$ cat src/logic/dbt_pkg.sv
// Constants for the bus trace and trigger unit.
// Assumes one 20 MHz clock shared with the CPU core buses.
package dbt_pkg;
  // ****************************************
  // Register byte offsets
  // ****************************************
  localparam logic [4:0] CMPA_ADDR = 5'h00;
  localparam logic [4:0] CMPB_ADDR = 5'h04;
  localparam logic [4:0] CTRL_ADDR = 5'h08;
  localparam logic [4:0] TRIG_ADDR = 5'h0C;
  localparam logic [4:0] STAT_ADDR = 5'h10;
  localparam logic [4:0] FHI_ADDR = 5'h14;
  localparam logic [4:0] FLO_ADDR = 5'h18;
  // ****************************************
  // Field positions and reset values
  // ****************************************
  localparam int CTL_EN = 7;
  localparam int CTL_ARM = 6;
  localparam int CTL_TAG = 5;
  localparam int CTL_BRK = 4;
  localparam int CTL_RW_QUAL_ENABLE_A = 3;
  localparam int CTL_RWA = 2;
  localparam int CTL_RWBEN = 1;
  localparam int CTL_RWB = 0;
  localparam int TRG_SEL = 7;
  localparam int TRG_BEGIN = 6;
  localparam int ST_AF = 7;
  localparam int ST_BF = 6;
  localparam int ST_ARMED_FLAG = 5;
  localparam logic [7:0] CTRL_RST = 8'h00;
  localparam logic [7:0] TRIG_RST = 8'h00;
  localparam logic [15:0] CMP_RST = 16'h0000;
  // ****************************************
  // Capture constants
  // ****************************************
  localparam int FIFO_DEPTH = 8;
  localparam logic [3:0] CNT_FULL = 4'h8;
  localparam logic [1:0] COF_SKIP = 2'h2;
  typedef enum logic [3:0] {
    DBT_A_ONLY, DBT_A_OR_B, DBT_A_THEN_B, DBT_EV_B, DBT_A_THEN_EV_B,
    DBT_A_AND_D, DBT_A_NOT_D, DBT_INSIDE, DBT_OUTSIDE
  } dbt_mode_t;
  typedef enum logic [1:0] {DBT_COF_BRANCH, DBT_COF_NONE, DBT_COF_DEST} dbt_cof_t;
  typedef enum logic [1:0] {DBT_OFF, DBT_WAIT, DBT_STORE} dbt_run_t;
endpackage

$ cat src/logic/dbt_trace.sv
// Bus comparators, trigger logic and 8-stage capture FIFO.
// Assumes CPU bus signals are synchronous to mclk; Avalon-MM slave.
module dbt_trace (
  input wire logic mclk,
  input wire logic arst_n,
  input wire logic [4:0] avs_address,
  input wire logic avs_read,
  input wire logic avs_write,
  input wire logic [31:0] avs_writedata,
  input wire logic [3:0] avs_byteenable,
  output logic [31:0] avs_readdata,
  output logic avs_waitrequest,
  input wire logic [15:0] cpu_addr,
  input wire logic [7:0] cpu_rdata,
  input wire logic [7:0] cpu_wdata,
  input wire logic cpu_rw,
  input wire logic cpu_valid,
  input wire logic bdc_access,
  input wire logic op_fetch,
  input wire logic op_exec,
  input wire logic [15:0] exec_addr,
  input wire logic cof_valid,
  input wire dbt_pkg::dbt_cof_t cof_kind,
  input wire logic [15:0] cof_src,
  input wire logic [15:0] cof_dst,
  output logic brk_tag,
  output logic brk_force
);
  import dbt_pkg::*;

  function automatic logic hit(input logic [4:0] a, input logic [4:0] off);
    return a[4:2] == off[4:2];
  endfunction

  logic [15:0] cmp_a;
  logic [15:0] cmp_b;
  logic [7:0] ctrl;
  logic [7:0] trig;
  logic [15:0] fifo [FIFO_DEPTH];
  logic [3:0] fifo_valid_count;
  logic flag_a;
  logic flag_b;
  logic a_seen;
  logic [1:0] skip_cnt;
  logic [15:0] last_fetch;
  dbt_run_t run;
  logic [1:0] trk;

  // ****************************************
  // Bus slave
  // ****************************************
  logic acc;
  logic wr_ctrl;
  logic pop;
  logic armed_flag;
  assign acc = (avs_read | avs_write) & ~avs_waitrequest;
  assign wr_ctrl = acc & avs_write & hit(avs_address, CTRL_ADDR) & avs_byteenable[0];
  assign pop = acc & avs_read & hit(avs_address, FLO_ADDR);
  assign armed_flag = run != DBT_OFF;

  // One wait cycle: read data is built at the first edge of the request
  always_ff @(posedge mclk or negedge arst_n)
  begin
    if (!arst_n)
      avs_waitrequest <= 1'b1;
    else
      avs_waitrequest <= ~((avs_read | avs_write) & avs_waitrequest);
  end

  always_ff @(posedge mclk or negedge arst_n)
  begin
    if (!arst_n)
      avs_readdata <= 32'h0000_0000;
    else if (avs_read & avs_waitrequest)
    begin
      avs_readdata <= 32'h0000_0000;
      if (hit(avs_address, CMPA_ADDR))
        avs_readdata[15:0] <= cmp_a;
      if (hit(avs_address, CMPB_ADDR))
        avs_readdata[15:0] <= cmp_b;
      if (hit(avs_address, CTRL_ADDR))
        avs_readdata[7:0] <= ctrl;
      if (hit(avs_address, TRIG_ADDR))
        avs_readdata[7:0] <= trig;
      if (hit(avs_address, STAT_ADDR))
        avs_readdata[7:0] <= {flag_a, flag_b, armed_flag, 1'b0, fifo_valid_count};
      if (hit(avs_address, FHI_ADDR))
        avs_readdata[7:0] <= fifo[0][15:8];
      if (hit(avs_address, FLO_ADDR))
        avs_readdata[7:0] <= fifo[0][7:0];
    end
  end

  always_ff @(posedge mclk or negedge arst_n)
  begin
    if (!arst_n)
    begin
      cmp_a <= CMP_RST;
      cmp_b <= CMP_RST;
      trig <= TRIG_RST;
    end
    else if (acc & avs_write)
    begin
      if (hit(avs_address, CMPA_ADDR) & avs_byteenable[0])
        cmp_a[7:0] <= avs_writedata[7:0];
      if (hit(avs_address, CMPA_ADDR) & avs_byteenable[1])
        cmp_a[15:8] <= avs_writedata[15:8];
      if (hit(avs_address, CMPB_ADDR) & avs_byteenable[0])
        cmp_b[7:0] <= avs_writedata[7:0];
      if (hit(avs_address, CMPB_ADDR) & avs_byteenable[1])
        cmp_b[15:8] <= avs_writedata[15:8];
      if (hit(avs_address, TRIG_ADDR) & avs_byteenable[0])
        trig <= avs_writedata[7:0];
    end
  end

  always_ff @(posedge mclk or negedge arst_n)
  begin
    if (!arst_n)
      ctrl <= CTRL_RST;
    else if (wr_ctrl)
      ctrl <= avs_writedata[7:0];
  end

  // ****************************************
  // Comparators
  // ****************************************
  dbt_mode_t mode;
  logic bus_ok;
  logic [7:0] data_b;
  logic data_eq;
  logic [1:0] raw;
  logic [1:0] q;
  logic sel;
  logic event_mode;
  logic begin_mode;
  assign mode = dbt_mode_t'(trig[3:0]);
  assign sel = trig[TRG_SEL];
  assign bus_ok = cpu_valid & ~bdc_access;
  assign data_b = (ctrl[CTL_RW_QUAL_ENABLE_A] & ~ctrl[CTL_RWA]) ? cpu_wdata : cpu_rdata;
  assign data_eq = data_b == cmp_b[7:0];
  assign event_mode = (mode == DBT_EV_B) | (mode == DBT_A_THEN_EV_B);
  assign begin_mode = trig[TRG_BEGIN] | event_mode;

  always_comb
  begin
    raw[0] = bus_ok & (~ctrl[CTL_RW_QUAL_ENABLE_A] | (cpu_rw == ctrl[CTL_RWA]));
    raw[1] = bus_ok & (~ctrl[CTL_RWBEN] | (cpu_rw == ctrl[CTL_RWB])) & (cpu_addr == cmp_b);
    if (mode == DBT_INSIDE)
      raw[0] = raw[0] & (cpu_addr >= cmp_a) & (cpu_addr <= cmp_b);
    else if (mode == DBT_OUTSIDE)
      raw[0] = raw[0] & ((cpu_addr < cmp_a) | (cpu_addr > cmp_b));
    else
      raw[0] = raw[0] & (cpu_addr == cmp_a);
  end

  // Opcode trackers, one per comparator, so both can be in flight
  genvar g;
  generate
    for (g = 0; g < 2; g++)
    begin : gen_trk
      logic [15:0] addr_q;
      logic live_q;
      assign trk[g] = live_q & op_exec & (exec_addr == addr_q);
      always_ff @(posedge mclk or negedge arst_n)
      begin
        if (!arst_n)
        begin
          addr_q <= 16'h0000;
          live_q <= 1'b0;
        end
        else if (op_fetch & raw[g])
        begin
          addr_q <= cpu_addr;
          live_q <= 1'b1;
        end
        else if (trk[g])
          live_q <= 1'b0;
      end
    end
  endgenerate

  assign q = sel ? trk : raw;

  // ****************************************
  // Trigger decode
  // ****************************************
  logic trig_hit;
  logic tag_hit;
  always_comb
  begin
    trig_hit = 1'b0;
    tag_hit = raw[0];
    unique case (mode)
      DBT_A_ONLY: trig_hit = q[0];
      DBT_A_OR_B:
      begin
        trig_hit = q[0] | q[1];
        tag_hit = raw[0] | raw[1];
      end
      DBT_A_THEN_B, DBT_A_THEN_EV_B:
      begin
        trig_hit = a_seen & q[1];
        tag_hit = a_seen & raw[1];
      end
      DBT_EV_B:
      begin
        trig_hit = q[1];
        tag_hit = raw[1];
      end
      // Tracked opcodes carry no data, so data is only checked untracked
      DBT_A_AND_D: trig_hit = q[0] & (sel | data_eq);
      DBT_A_NOT_D: trig_hit = q[0] & (sel | ~data_eq);
      DBT_INSIDE, DBT_OUTSIDE: trig_hit = q[0];
      default: trig_hit = 1'b0;
    endcase
  end

  // ****************************************
  // Run control and breakpoints
  // ****************************************
  logic start;
  logic halt;
  logic cof_ok;
  logic [15:0] cof_word;
  logic push_run;
  logic push;
  logic [15:0] push_word;
  logic end_trig;
  assign start = wr_ctrl & avs_writedata[CTL_ARM] & avs_writedata[CTL_EN];
  assign halt = wr_ctrl & ~start & armed_flag;
  assign cof_ok = cof_valid & (cof_kind != DBT_COF_NONE);
  assign cof_word = (cof_kind == DBT_COF_BRANCH) ? cof_src : cof_dst;
  assign end_trig = (run == DBT_STORE) & ~begin_mode & trig_hit;

  always_comb
  begin
    push_run = 1'b0;
    push_word = {8'h00, cpu_rw ? cpu_rdata : cpu_wdata};
    if (run == DBT_WAIT & event_mode)
      push_run = trig_hit;
    else if (run == DBT_STORE)
    begin
      push_run = cof_ok & (skip_cnt == 2'h0);
      push_word = cof_word;
    end
    else if (~ctrl[CTL_ARM])
      push_word = last_fetch;
  end
  assign push = push_run | (pop & ~ctrl[CTL_ARM] & ~armed_flag);

  always_ff @(posedge mclk or negedge arst_n)
  begin
    if (!arst_n)
      run <= DBT_OFF;
    else if (start)
      run <= begin_mode ? DBT_WAIT : DBT_STORE;
    else if (halt)
      run <= DBT_OFF;
    else if (end_trig)
      run <= DBT_OFF;
    else if (run == DBT_WAIT & ~event_mode & trig_hit)
      run <= DBT_STORE;
    else if (push_run & fifo_valid_count == CNT_FULL - 4'h1)
      run <= DBT_OFF;
  end

  // Trigger cycle is skipped by state; two more bus cycles by count
  always_ff @(posedge mclk or negedge arst_n)
  begin
    if (!arst_n)
      skip_cnt <= 2'h0;
    // A cut begin run must not mask flow entries of the next run
    else if (start)
      skip_cnt <= 2'h0;
    else if (run == DBT_WAIT & ~event_mode & trig_hit)
      skip_cnt <= COF_SKIP;
    else if (cpu_valid & skip_cnt != 2'h0)
      skip_cnt <= skip_cnt - 2'h1;
  end

  always_ff @(posedge mclk or negedge arst_n)
  begin
    if (!arst_n)
    begin
      flag_a <= 1'b0;
      flag_b <= 1'b0;
      a_seen <= 1'b0;
    end
    else if (start)
    begin
      flag_a <= 1'b0;
      flag_b <= 1'b0;
      a_seen <= 1'b0;
    end
    else if (armed_flag)
    begin
      flag_a <= flag_a | q[0];
      flag_b <= flag_b | q[1];
      a_seen <= a_seen | q[0];
    end
  end

  always_ff @(posedge mclk or negedge arst_n)
  begin
    if (!arst_n)
      last_fetch <= 16'h0000;
    else if (op_fetch)
      last_fetch <= cpu_addr;
  end

  // Requests are one-cycle pulses; the CPU holds its own pending state
  always_ff @(posedge mclk or negedge arst_n)
  begin
    if (!arst_n)
    begin
      brk_tag <= 1'b0;
      brk_force <= 1'b0;
    end
    else
    begin
      brk_tag <= armed_flag & ctrl[CTL_EN] & ctrl[CTL_BRK] & ctrl[CTL_TAG] & op_fetch & tag_hit;
      brk_force <= armed_flag & ctrl[CTL_EN] & ctrl[CTL_BRK] & ~ctrl[CTL_TAG] & trig_hit;
    end
  end

  // ****************************************
  // Capture FIFO
  // ****************************************
  logic shift;
  assign shift = push | pop | (halt & fifo_valid_count != CNT_FULL);

  // Newest enters the top stage; the port sees stage zero, oldest first
  always_ff @(posedge mclk or negedge arst_n)
  begin
    if (!arst_n)
    begin
      for (int i = 0; i < FIFO_DEPTH; i++)
        fifo[i] <= 16'h0000;
    end
    else if (shift)
    begin
      for (int i = 0; i < FIFO_DEPTH - 1; i++)
        fifo[i] <= fifo[i + 1];
      fifo[FIFO_DEPTH - 1] <= push ? push_word : 16'h0000;
    end
  end

  always_ff @(posedge mclk or negedge arst_n)
  begin
    if (!arst_n)
      fifo_valid_count <= 4'h0;
    else if (start)
      fifo_valid_count <= 4'h0;
    else if (push & ~(pop & ctrl[CTL_ARM]))
    begin
      if (fifo_valid_count != CNT_FULL)
        fifo_valid_count <= fifo_valid_count + 4'h1;
    end
    else if (pop & ~push & fifo_valid_count != 4'h0)
      fifo_valid_count <= fifo_valid_count - 4'h1;
  end
endmodule

$ cat config.mk
export PLATFORM = sky130hd
export DESIGN_NAME = dbt_trace
export DESIGN_NICKNAME = d
export VERILOG_FILES = /design/src/logic/dbt_pkg.sv /design/src/logic/dbt_trace.sv
export SDC_FILE = /design/constraint.sdc
export NUM_CORES = 1
export LEC_CHECK = 0
export BUFFER_PORTS_ARGS = -buffer_cell sky130_fd_sc_hd__buf_4
export CELL_PAD_IN_SITES_DETAIL_PLACEMENT = 1
export CELL_PAD_IN_SITES_GLOBAL_PLACEMENT = 1
export CORE_UTILIZATION = 40
export DETAILED_ROUTE_END_ITERATION = 16
export GPL_TIMING_DRIVEN = 0
export PLACE_DENSITY_LB_ADDON = 0.1
export SYNTH_ARGS = -nofsm -noshare
export SYNTH_HDL_FRONTEND = slang
export SYNTH_SLANG_ARGS = --single-unit
$ cat constraint.sdc
create_clock -name mclk -period 3.2 [get_ports mclk]
set_input_delay 0.96 -clock mclk [delete_from_list [all_inputs] [get_ports mclk]]
set_output_delay 0.96 -clock mclk [all_outputs]
set_load 0.01 [all_outputs]
==> out/qor.csv, run 1 <==
metric,value,unit
status,finished with violations,
violations,"DRC, setup timing",
finalSetupViolations,1,
leakagePower,7.69,nW
peakVddDrop,0.419,mV
path_buf_inv,1,
numCtsBuffers,30,
finClkSkew,9.19,ps
max_slew.worst_pin.slew,1120,ps
cp-end-kind,flip-flop,
rows,64,
antenna_found_initial,1,
core_area,30800,um^2
yosys.cell_types.count,71,
grt_pass1_wl,59200,um
clk_latency,550,ps
timing.final.ws_setup,-7.36,ps
fin_util,50.2,%
cp_common_cell,a21oi_2,
detail-route-antenna-nets,0,
worst_hold_path_type,reg -> reg,
vias,10100,
synthArstFlopShare,100,%
drc,9,
grt.total_usage,23.2,%
synth_seq_cells,256,
antenna_cells,0,
worst_setup_path_start_kind,input pin,
yosys-top-cells-area,"dfrtp_1 (50%), nand2_1 (14%), mux2_2 (5.8%)",
path_max_fanout,4,
die-area,32300,um^2
ctsHoldBuffers,0,
num-nets-final,1684,
synthToLayoutAreaGrowth,22.4,%
netlist_top_cells_count,"nand2_1 (457), dfrtp_1 (255), o21ai_0 (77), mux2_2 (65), inv_1 (47)",
period_needed,3210,ps
cp.depth,16,
drive_gt1_share,22.4,%
rsz0062_at_grt,yes,
cts_root_buf,clkbuf_16,
required,3670,ps
die_w,180,um
whs,464,ps
cts_tree,built,
cpLargestDelayFamily,compound AO/OA/AOI/OAI gates,
pre_cts_ws,-951,ps
maxCapViolCount,0,
slew_headroom,25.0,%
cts-htree-levels,1,
synth_top_cell_area_share,50.5,%
muxShareOfSynthArea,8.80,%
crit_slowest_cell,o31a_1,
wire_per_inst,18.9,um
hold_viol_final,0,
max_freq,312,MHz
synth_edf_count,0,
yosysMostFrequentCell,nand2_1,
clkSlewWorstSetupHoldPaths,50,ps
clock-sinks,256,
io_pins,168,
max_stage_delay,370,ps
ys_warn_count,0,
rr_worst_depth,17,
routed_wl,36500,um
drtPass1Iterations,11,
drt_iter0_drc,635,
p_total,0.00996,W
grt_overflow,0,
synth-main-ff-cell,dfrtp_1,
synth_compound_area_share,10.9,%
io_buffer_count,129,
path_cells,buf_4 > xor2_1 > nor4_1 > nand3_1 > o31a_1 > o31ai_4 > nand2_2 > ha_4 > a21o_1 > a21oi_2 > a21oi_2 > nor2_1 > a31o_2 > nand2_1 > o21ai_1 > a21oi_1,
worstHoldPathCells,2,
ys_seq_area_share,50.7,%
postSynthCellCount,1333,
crit_arrival,3680,ps
synth_xor_area_share,2.50,%
grt_pass1_vias,10800,
dpl.hpwl,28200,um
place_congestion,0.838,
synth_top_family_by_area,simple AND/OR/NAND/NOR gates,
yosysTopAreaCell,dfrtp_1,
viasPerCell,5.22,
syn_area,12600,um^2
p_per_area,644,nW/um^2
fin_crit_sh,100,%
tns,-7.36,ps
cts_buffer_depth,3,
grt_max_degree,115,
synth-adder-area-share,3.62,%
yosys.area_share.simple,18.6,%
die_h,180,um
initial_utilization,41.0,%
synth_area_per_cell,9.48,um^2
worst-setup-path-type,in -> reg,
drv_slew,0,
-- timing repair --
item	4_1_cts	5_1_grt
endpoints found under the setup margin	3	29
pin swaps	9	0
buffers inserted	4	0
resized for setup	8	8
-- layout by cell type (no fill, tap or decap), types with 4 or more instances in the layout --
cell,count
a211oi_1,4
a21oi_1,36
a22o_1,9
a22oi_1,10
a31oi_1,17
and2_1,4
and3_1,9
buf_1,4
buf_2,21
buf_4,159
bufinv_16,4
clkbuf_1,31
clkbuf_16,31
clkbuf_8,8
clkinv_2,7
conb_1,16
dfrtp_1,253
ha_1,24
ha_4,11
inv_1,45
mux2_2,65
mux2i_1,20
mux4_2,8
nand2_1,456
nand2b_1,6
nand3_1,11
nand4_1,12
nor2_1,21
nor2b_1,9
nor3_1,9
nor4_1,6
o211ai_1,10
o21a_1,4
o21ai_0,75
o22ai_1,14
xnor2_1,15
xor2_1,21
-- flip-flops by register name, indices dropped and copies added (netlist names) --
signal            flops
fifo_valid_count      4
brk_tag               1
avs_readdata         16
fifo                128
last_fetch           16
a_seen                1
trig                  8
flag_b                1
ctrl                  8
cmp_a                16
run                   2
skip_cnt              2
brk_force             1
gen_trk.live_q        2
flag_a                1
gen_trk.addr_q       32
avs_waitrequest       1
cmp_b                16
-- path summary, 6_finish.rpt --
kind / start / to / slack [ps]
max: exec_addr[9] / fifo_valid_count[3] / -7
max in group asynchronous: arst_n / fifo[39] / 1460
max reg2reg: cmp_b[7] / fifo_valid_count[3] / 50
min: fifo[96] / fifo[96] / 460
min in group asynchronous: arst_n / avs_readdata[12] / 480
min reg2reg: fifo[96] / fifo[96] / 460
-- routing by layer --
metal | wire (um) | GRT usage (%)
met5 | 0 | 0
met4 | 539 | 4.24
met1 | 17700 | 33.5
met2 | 16800 | 37.4
met3 | 1490 | 3.02
-- worst reg2reg max path, stage by stage (launching register included) --
cell and delay (ps):
dfrtp_2 420, inv_1 120, ha_4 290, nand4_1 160, nor4_2 220, nand4b_1 150
o31a_1 200, o31ai_4 250, nand2_2 140, ha_4 280, a21o_1 120, a21oi_2 70
a21oi_2 120, nor2_1 60, a31o_2 220, nand2_1 60, o21ai_1 70, a21oi_1 130
-- area by class of cell --
type | count | area, um^2
fillers | 3568 | 15400
flip-flops and latches | 256 | 6410
multi-input cells | 963 | 5840
repair buffers | 135 | 1060
clock buffers | 43 | 901
well taps | 396 | 495
plain buffers | 80 | 429
inverters | 49 | 185
clock inverters | 10 | 150
-- stage by stage --
stage / instance area, um^2 / instances
after global placement: 14200 / 1873
after floorplan: 12800 / 1348
after global routing: 15500 / 1932
after detailed placement: 14300 / 1875
after CTS: 15500 / 1932
final: 15500 / 1932
-- power by group --
| group | switching (W) | internal [W] | leakage (nW) |
|---|---|---|---|
| combinational | 0.00120 | 0.000987 | 3.80 |
| clock | 0.00134 | 0.00225 | 0.524 |
| sequential | 0.000413 | 0.00376 | 3.37 |
-- cells by family (layout without fill, tap and decap cells) --
| family | Yosys count | after routing |
|---|---|---|
| compound gates | 215 | 215 |
| xor+xnor | 36 | 36 |
| fa+ha+maj | 36 | 36 |
| buf+inv | 129 | 317 |
| flops | 256 | 256 |
| mux | 93 | 93 |
| other cells | 1 | 16 |
| simple gates | 567 | 567 |
Note: power is estimated with default switching activity, not from simulation.
==> inputs of run 2 (changes only) <==
--- a/config.mk
+++ b/config.mk
@@ -9,6 +9,7 @@
 export CELL_PAD_IN_SITES_DETAIL_PLACEMENT = 1
 export CELL_PAD_IN_SITES_GLOBAL_PLACEMENT = 1
 export CORE_UTILIZATION = 40
+export CTS_BUF_LIST = sky130_fd_sc_hd__clkbuf_16
 export DETAILED_ROUTE_END_ITERATION = 16
 export GPL_TIMING_DRIVEN = 0
 export PLACE_DENSITY_LB_ADDON = 0.1
==> run 2 against run 1 <==
- the run still ends with DRC, setup timing left
- wire length rose by 0.47%
- critical endpoint unchanged
- via count up 0.50%
- core utilization fell by 0.24 points
- fmax is essentially flat
- clock skew increased by 3.2 ps
- first-iteration DRC count decreased by 11%
- worst hold slack hardly changed
- critical path depth is the same
- cell count unchanged
- critical path type unchanged
- largest cell class unchanged
- combinational power is essentially flat
- power is 2.0% lower
==> out/qor.csv, run 2 (same netlist as run 1, synthesis figures left out) <==
metric,value,unit
slew_headroom,21.2,%
path_max_fanout,4,
max_slew.worst_pin.slew,1170,ps
rsz0062_at_grt,yes,
grt.total_usage,23.2,%
io_buffer_count,129,
grt_overflow,0,
finalSetupViolations,1,
p_sw,0.00296,W
seq_power_share,42.8,%
fill_cells,3582,
max_freq,312,MHz
p_per_area,634,nW/um^2
path_buf_inv,1,
fin_crit_sh,100,%
required,3670,ps
p_sw_share,30.3,%
grt_pass1_vias,10900,
path_cells,buf_4 > xor2_1 > nor4_1 > nand3_1 > o31a_1 > o31ai_4 > nand2_2 > ha_4 > a21o_1 > a21oi_2 > a21oi_2 > nor2_1 > a31o_2 > nand2_1 > o21ai_1 > a21oi_1,
clock-sinks,256,
vias,10100,
clkPwrFrac,34.7,%
r2r_setup_slack,50,ps
reg.largest.list,"fifo x128, gen_trk.addr_q x32",
timing.final.ws_setup,-8.85,ps
cts-htree-levels,1,
hold_viol_final,0,
max_stage_delay,370,ps
die_w,180,um
violations,"DRC, setup timing",
dpl.hpwl,28200,um
cts_tree,built,
core_area,30800,um^2
worst_hold_path_type,reg -> reg,
detail-route-antenna-nets,0,
final_common_cell,nand2_1,
peakVddDrop,0.419,mV
ctsHoldBuffers,0,
cts_root_buf,clkbuf_16,
cp_common_cell,a21oi_2,
wire_per_inst,19.0,um
cp-end-kind,flip-flop,
grt_pass1_wl,59300,um
antenna_cells,0,
layout_common_cells,"nand2_1 (456), dfrtp_1 (253), buf_4 (159)",
intPower,0.00680,W
fin_util,49.9,%
antenna_found_initial,1,
crit_slowest_cell,o31a_1,
drt_iter0_drc,564,
clk_latency,560,ps
place_congestion,0.838,
numCtsBuffers,30,
worst-setup-path-type,in -> reg,
drc,9,
die-area,32300,um^2
tns,-8.85,ps
maxCapViolCount,0,
leakagePower,7.67,nW
synthToLayoutAreaGrowth,21.8,%
largest_reg_flops,128,
drtPass1Iterations,11,
status,finished with violations,
crit_arrival,3680,ps
viasPerCell,5.24,
grt_max_degree,115,
cts_buffer_depth,3,
power_frac_comb,22.5,%
num-nets-final,1684,
drv_slew,0,
initial_utilization,41.0,%
io_pins,168,
die_h,180,um
cpLargestDelayFamily,compound AO/OA/AOI/OAI gates,
rows,64,
clkSlewWorstSetupHoldPaths,50,ps
period_needed,3210,ps
worst_setup_path_start_kind,input pin,
regMostFlops,fifo,
drive_gt1_share,21.9,%
routed_wl,36700,um
finClkSkew,12.4,ps
==> run 2: per-stage QoR <==
step | area [um^2] | power [W] | hold slack (ps) | instances | setup WS, ps
after floorplan | 12800 | 0.00551 | 438 | 1348 | -362
after global placement | 14200 | 0.00625 | 450 | 1873 | -1020
after detailed placement | 14300 | 0.00637 | 456 | 1875 | -951
after CTS | 15400 | 0.00982 | 469 | 1932 | 5.27
after global routing | 15400 | 0.0103 | 478 | 1932 | -196
final | 15400 | 0.00976 | 463 | 1932 | -8.85
==> run 2: worst paths after layout <==
path	end	cells after the start	start
min in group asynchronous	avs_readdata[14]	1	arst_n
setup / recovery	fifo_valid_count[3]	16	exec_addr[9]
hold / removal	fifo[96]	2	fifo[96]
setup reg to reg	fifo_valid_count[3]	17	cmp_b[7]
max in group asynchronous	fifo[39]	3	arst_n
hold reg to reg	fifo[96]	2	fifo[96]
==> run 2: repair_timing <==
item,CTS,global route
endpoints found under the hold margin,0,0
pin swaps,9,0
gates cloned,0,0
setup endpoints to repair,3,29
setup buffers,4,0
resized for setup,8,8
==> run 2: layout make-up <==
cell class / count / area (um^2) / share of cell area, %
Sequential cell: 256 / 6410 / 41.6
Multi-Input combinational cell: 963 / 5840 / 38.0
Timing Repair Buffer: 135 / 1060 / 6.89
Clock buffer: 31 / 776 / 5.04
Tap cell: 396 / 495 / 3.22
Buffer: 80 / 429 / 2.79
Clock inverter: 22 / 195 / 1.27
Inverter: 49 / 185 / 1.20
==> run 2: worst register-to-register path: stages, from the launching register on <==
cell and delay [ps]:
dfrtp_2 420, inv_1 120, ha_4 300, nand4_1 160, nor4_2 220, nand4b_1 150
o31a_1 200, o31ai_4 250, nand2_2 140, ha_4 280, a21o_1 120, a21oi_2 70
a21oi_2 120, nor2_1 60, a31o_2 220, nand2_1 60, o21ai_1 70, a21oi_1 130
==> run 2: metal layers <==
layer | track usage [%] | up-vias | part of all wire (%) | wire length, um
li1 | - | 4841 | - | -
met1 | 33.6 | 5038 | 48 | 17600
met2 | 37.6 | 210 | 46 | 16900
met3 | 3.04 | 39 | 4.4 | 1630
met4 | 4.21 | 0 | 1.5 | 537
met5 | 0 | - | 0 | 0
==> run 2: power by group through the flow <==
stage          clock network, W  logic (W)  registers (W)
2_1_floorplan                 0    0.00142        0.00409
3_3_place_gp                  0    0.00205        0.00420
4_1_cts                 0.00345    0.00220        0.00417
5_1_grt                 0.00359    0.00245        0.00425
6_report                0.00339    0.00219        0.00418
3_5_place_dp                  0    0.00214        0.00422
==> inputs of run 3 (changes only) <==
--- a/config.mk
+++ b/config.mk
@@ -5,10 +5,11 @@
 export SDC_FILE = /design/constraint.sdc
 export NUM_CORES = 1
 export LEC_CHECK = 0
+export ABC_AREA = 1
 export BUFFER_PORTS_ARGS = -buffer_cell sky130_fd_sc_hd__buf_4
 export CELL_PAD_IN_SITES_DETAIL_PLACEMENT = 1
 export CELL_PAD_IN_SITES_GLOBAL_PLACEMENT = 1
-export CORE_UTILIZATION = 40
+export CORE_UTILIZATION = 39
 export CTS_BUF_LIST = sky130_fd_sc_hd__clkbuf_16
 export DETAILED_ROUTE_END_ITERATION = 16
 export GPL_TIMING_DRIVEN = 0
==> run 3 against run 2 <==
- the run ends with setup timing left
- clock power shrank 4%
- area after synthesis grew 2.4%
- cell count grew 22%
- sequential share of layout area shrank 4.0 points
- non-clock buffer count grew 72
- via count grew 21%
- sequential power is essentially flat
- worst hold slack lost 120 ps
- clock skew shrank 1.5 ps
- critical path depth grew 11
- wire length grew 30%
- worst setup slack lost 390 ps
- largest power group unchanged
- highest routed layer unchanged
==> out/qor.csv, run 3 <==
metric,value,unit
status,finished with violations,
violations,setup timing,
final_common_cell,nand2_1,
syn_area,12900,um^2
gr-usage-met1,36.7,%
vias,12300,
grt_pass1_wl,70100,um
peakVddDrop,0.440,mV
final-seq-area,6410,um^2
die_h,184,um
ys_warn_count,0,
pre_cts_ws,-1290,ps
multi_input_area,5940,um^2
synthArstFlopShare,100,%
reg.largest.list,"fifo x128, gen_trk.addr_q x32",
postSynthCellCount,1651,
intPower,0.00671,W
busiest_layer,met2,
clkSlewWorstSetupHoldPaths,60,ps
synth_area_per_cell,7.83,um^2
p_sw_share,32.8,%
yosysMostFrequentCell,nand2_1,
detail-route-antenna-nets,0,
maxCapViolCount,0,
ys_seq_area_share,49.5,%
yosysTopAreaCell,dfrtp_1,
cts_tree,built,
finalSetupViolations,132,
wire_per_inst,20.1,um
grt.total_usage,27.1,%
rr_worst_depth,27,
timing.rr.start,cmp_b[13],
drc,0,
clock-sinks,256,
finClkSkew,10.9,ps
yosys-top-cells-area,"dfrtp_1 (49%), nand2_1 (15%), nand3_1 (6.7%)",
hold_viol_final,0,
cts_root_buf,clkbuf_16,
core_area,32600,um^2
worst_hold_path_type,in -> async,
worst_setup_path_start_kind,input pin,
cts_buffer_depth,3,
worst-setup-path-type,in -> reg,
grtUsageMet2,44.0,%
p_sw,0.00328,W
fin_util,52.2,%
synth-main-ff-cell,dfrtp_1,
whs,344,ps
netlist_top_cells_count,"nand2_1 (517), dfrtp_1 (255), inv_1 (176), nand3_1 (174), o21ai_0 (138)",
clk_latency,550,ps
clkPwrFrac,32.5,%
io_buffer_count,130,
cp-end-kind,flip-flop,
timing.final.ws_setup,-403,ps
synthToLayoutAreaGrowth,31.6,%
dp.cells,2240,
layout_common_cells,"nand2_1 (495), dfrtp_1 (255), buf_4 (189)",
seq_power_share,41.7,%
p_total,0.00999,W
cts-htree-levels,1,
required,3640,ps
max_freq,278,MHz
path_max_fanout,3,
timing.rr.end,fifo_valid_count[3],
r2r_setup_slack,-350,ps
fin_crit_sh,113,%
grtUsageMet3,3.48,%
synth_seq_cells,256,
max_slew.worst_pin.slew,759,ps
regMostFlops,fifo,
p_per_area,587,nW/um^2
initial_utilization,39.7,%
io_pins,168,
antenna_found_initial,2,
viasPerCell,5.18,
rows,66,
synth_top_cell_area_share,49.3,%
antenna_cells,0,
finalNonFillerCells,2365,
largest_reg_flops,128,
crit_arrival,4040,ps
die-area,33900,um^2
place_congestion,0.886,
grt_max_degree,118,
grt_overflow,0,
period_needed,3600,ps
routed_wl,47600,um
die_w,184,um
drive_gt1_share,19.4,%
numCtsBuffers,30,
synth_edf_count,0,
drt_iter0_drc,697,
yosys.cell_types.count,43,
rsz0062_at_grt,yes,
dpl.hpwl,34000,um
leakagePower,8.76,nW
drv_slew,0,
power_frac_comb,25.8,%
num-nets-final,2073,
slew_headroom,49.4,%
grt_pass1_vias,12500,
drtPass1Iterations,5,
fill_cells,3981,
## run 3: per-stage QoR
stage / cell area, um^2 / TNS (ps)
floorplan: 13100 / -474
global placement: 14600 / -416640
detailed placement: 14600 / -160760
CTS: 16200 / -21360
global route: 17000 / -33790
finish: 17000 / -18980
## run 3: power groups by stage
stage                     combinational, W  sequential (W)  clock [W]
after CTS                          0.00231         0.00415    0.00329
final                              0.00258         0.00417    0.00325
after detailed placement           0.00218         0.00420          0
after global placement             0.00208         0.00418          0
after floorplan                    0.00138         0.00410          0
after global routing               0.00287         0.00423    0.00341
## run 3: what timing repair did
item	4_1_cts	5_1_grt
cloned	0	18
hold endpoints to repair	0	0
buffers inserted	39	25
hold buffers	0	0
endpoints found under the setup margin	134	138
resized for setup	66	138
pin swaps	22	31
## run 3: cell families (layout without fill, tap and decap cells)
group | after synthesis | in the layout | share of synthesized area, %
simple gates | 833 | 835 | 26.7
fa+ha+maj | 36 | 36 | 3.54
flops | 256 | 256 | 49.5
buf+inv | 263 | 518 | 8.55
mux | 6 | 6 | 0.474
xor+xnor | 16 | 16 | 1.08
compound gates | 240 | 240 | 10.1
other cells | 1 | 16 | 0.0290
## run 3: worst max path at each step
stage / start / endpoint
after CTS: cpu_addr[14] / fifo_valid_count[3]
after floorplan: cpu_addr[11] / fifo_valid_count[3]
final: cpu_addr[0] / fifo_valid_count[3]
after global routing: cpu_addr[15] / fifo_valid_count[3]
after global placement: cpu_addr[15] / fifo_valid_count[3]
after detailed placement: cpu_addr[15] / fifo_valid_count[3]
## run 3: layout make-up
cell class	count	share of cell area, %
multi-input cells	1149	34.9
repair buffers	205	11.4
well taps	442	3.25
clock buffers	31	4.56
plain buffers	82	3.54
flip-flops and latches	256	37.7
inverters	180	3.99
clock inverters	20	0.765
## run 3: metal layers
metal	vias up	share of wire, %
met5	-	0
met4	0	4.3
met3	99	4.5
met2	299	47
met1	6052	44
li1	5806	-
## run 3: critical path, cell delays in order
cell	delay [ps]
buf_6	70
clkinvlp_4	160
buf_6	180
ha_4	240
nand3_1	110
nor2_1	120
nand2_1	100
a211oi_2	220
nand2_2	80
nand2_2	100
nand2_2	60
nand2_2	80
nand2_2	70
nand2_4	80
nand2_4	60
nand3_4	90
buf_8	130
nand2_8	60
ha_4	300
nand3_2	70
nand2_1	80
xor2_1	220
inv_1	80
nand3_2	110
nand2_2	70
nand3_2	80
nand2_2	50
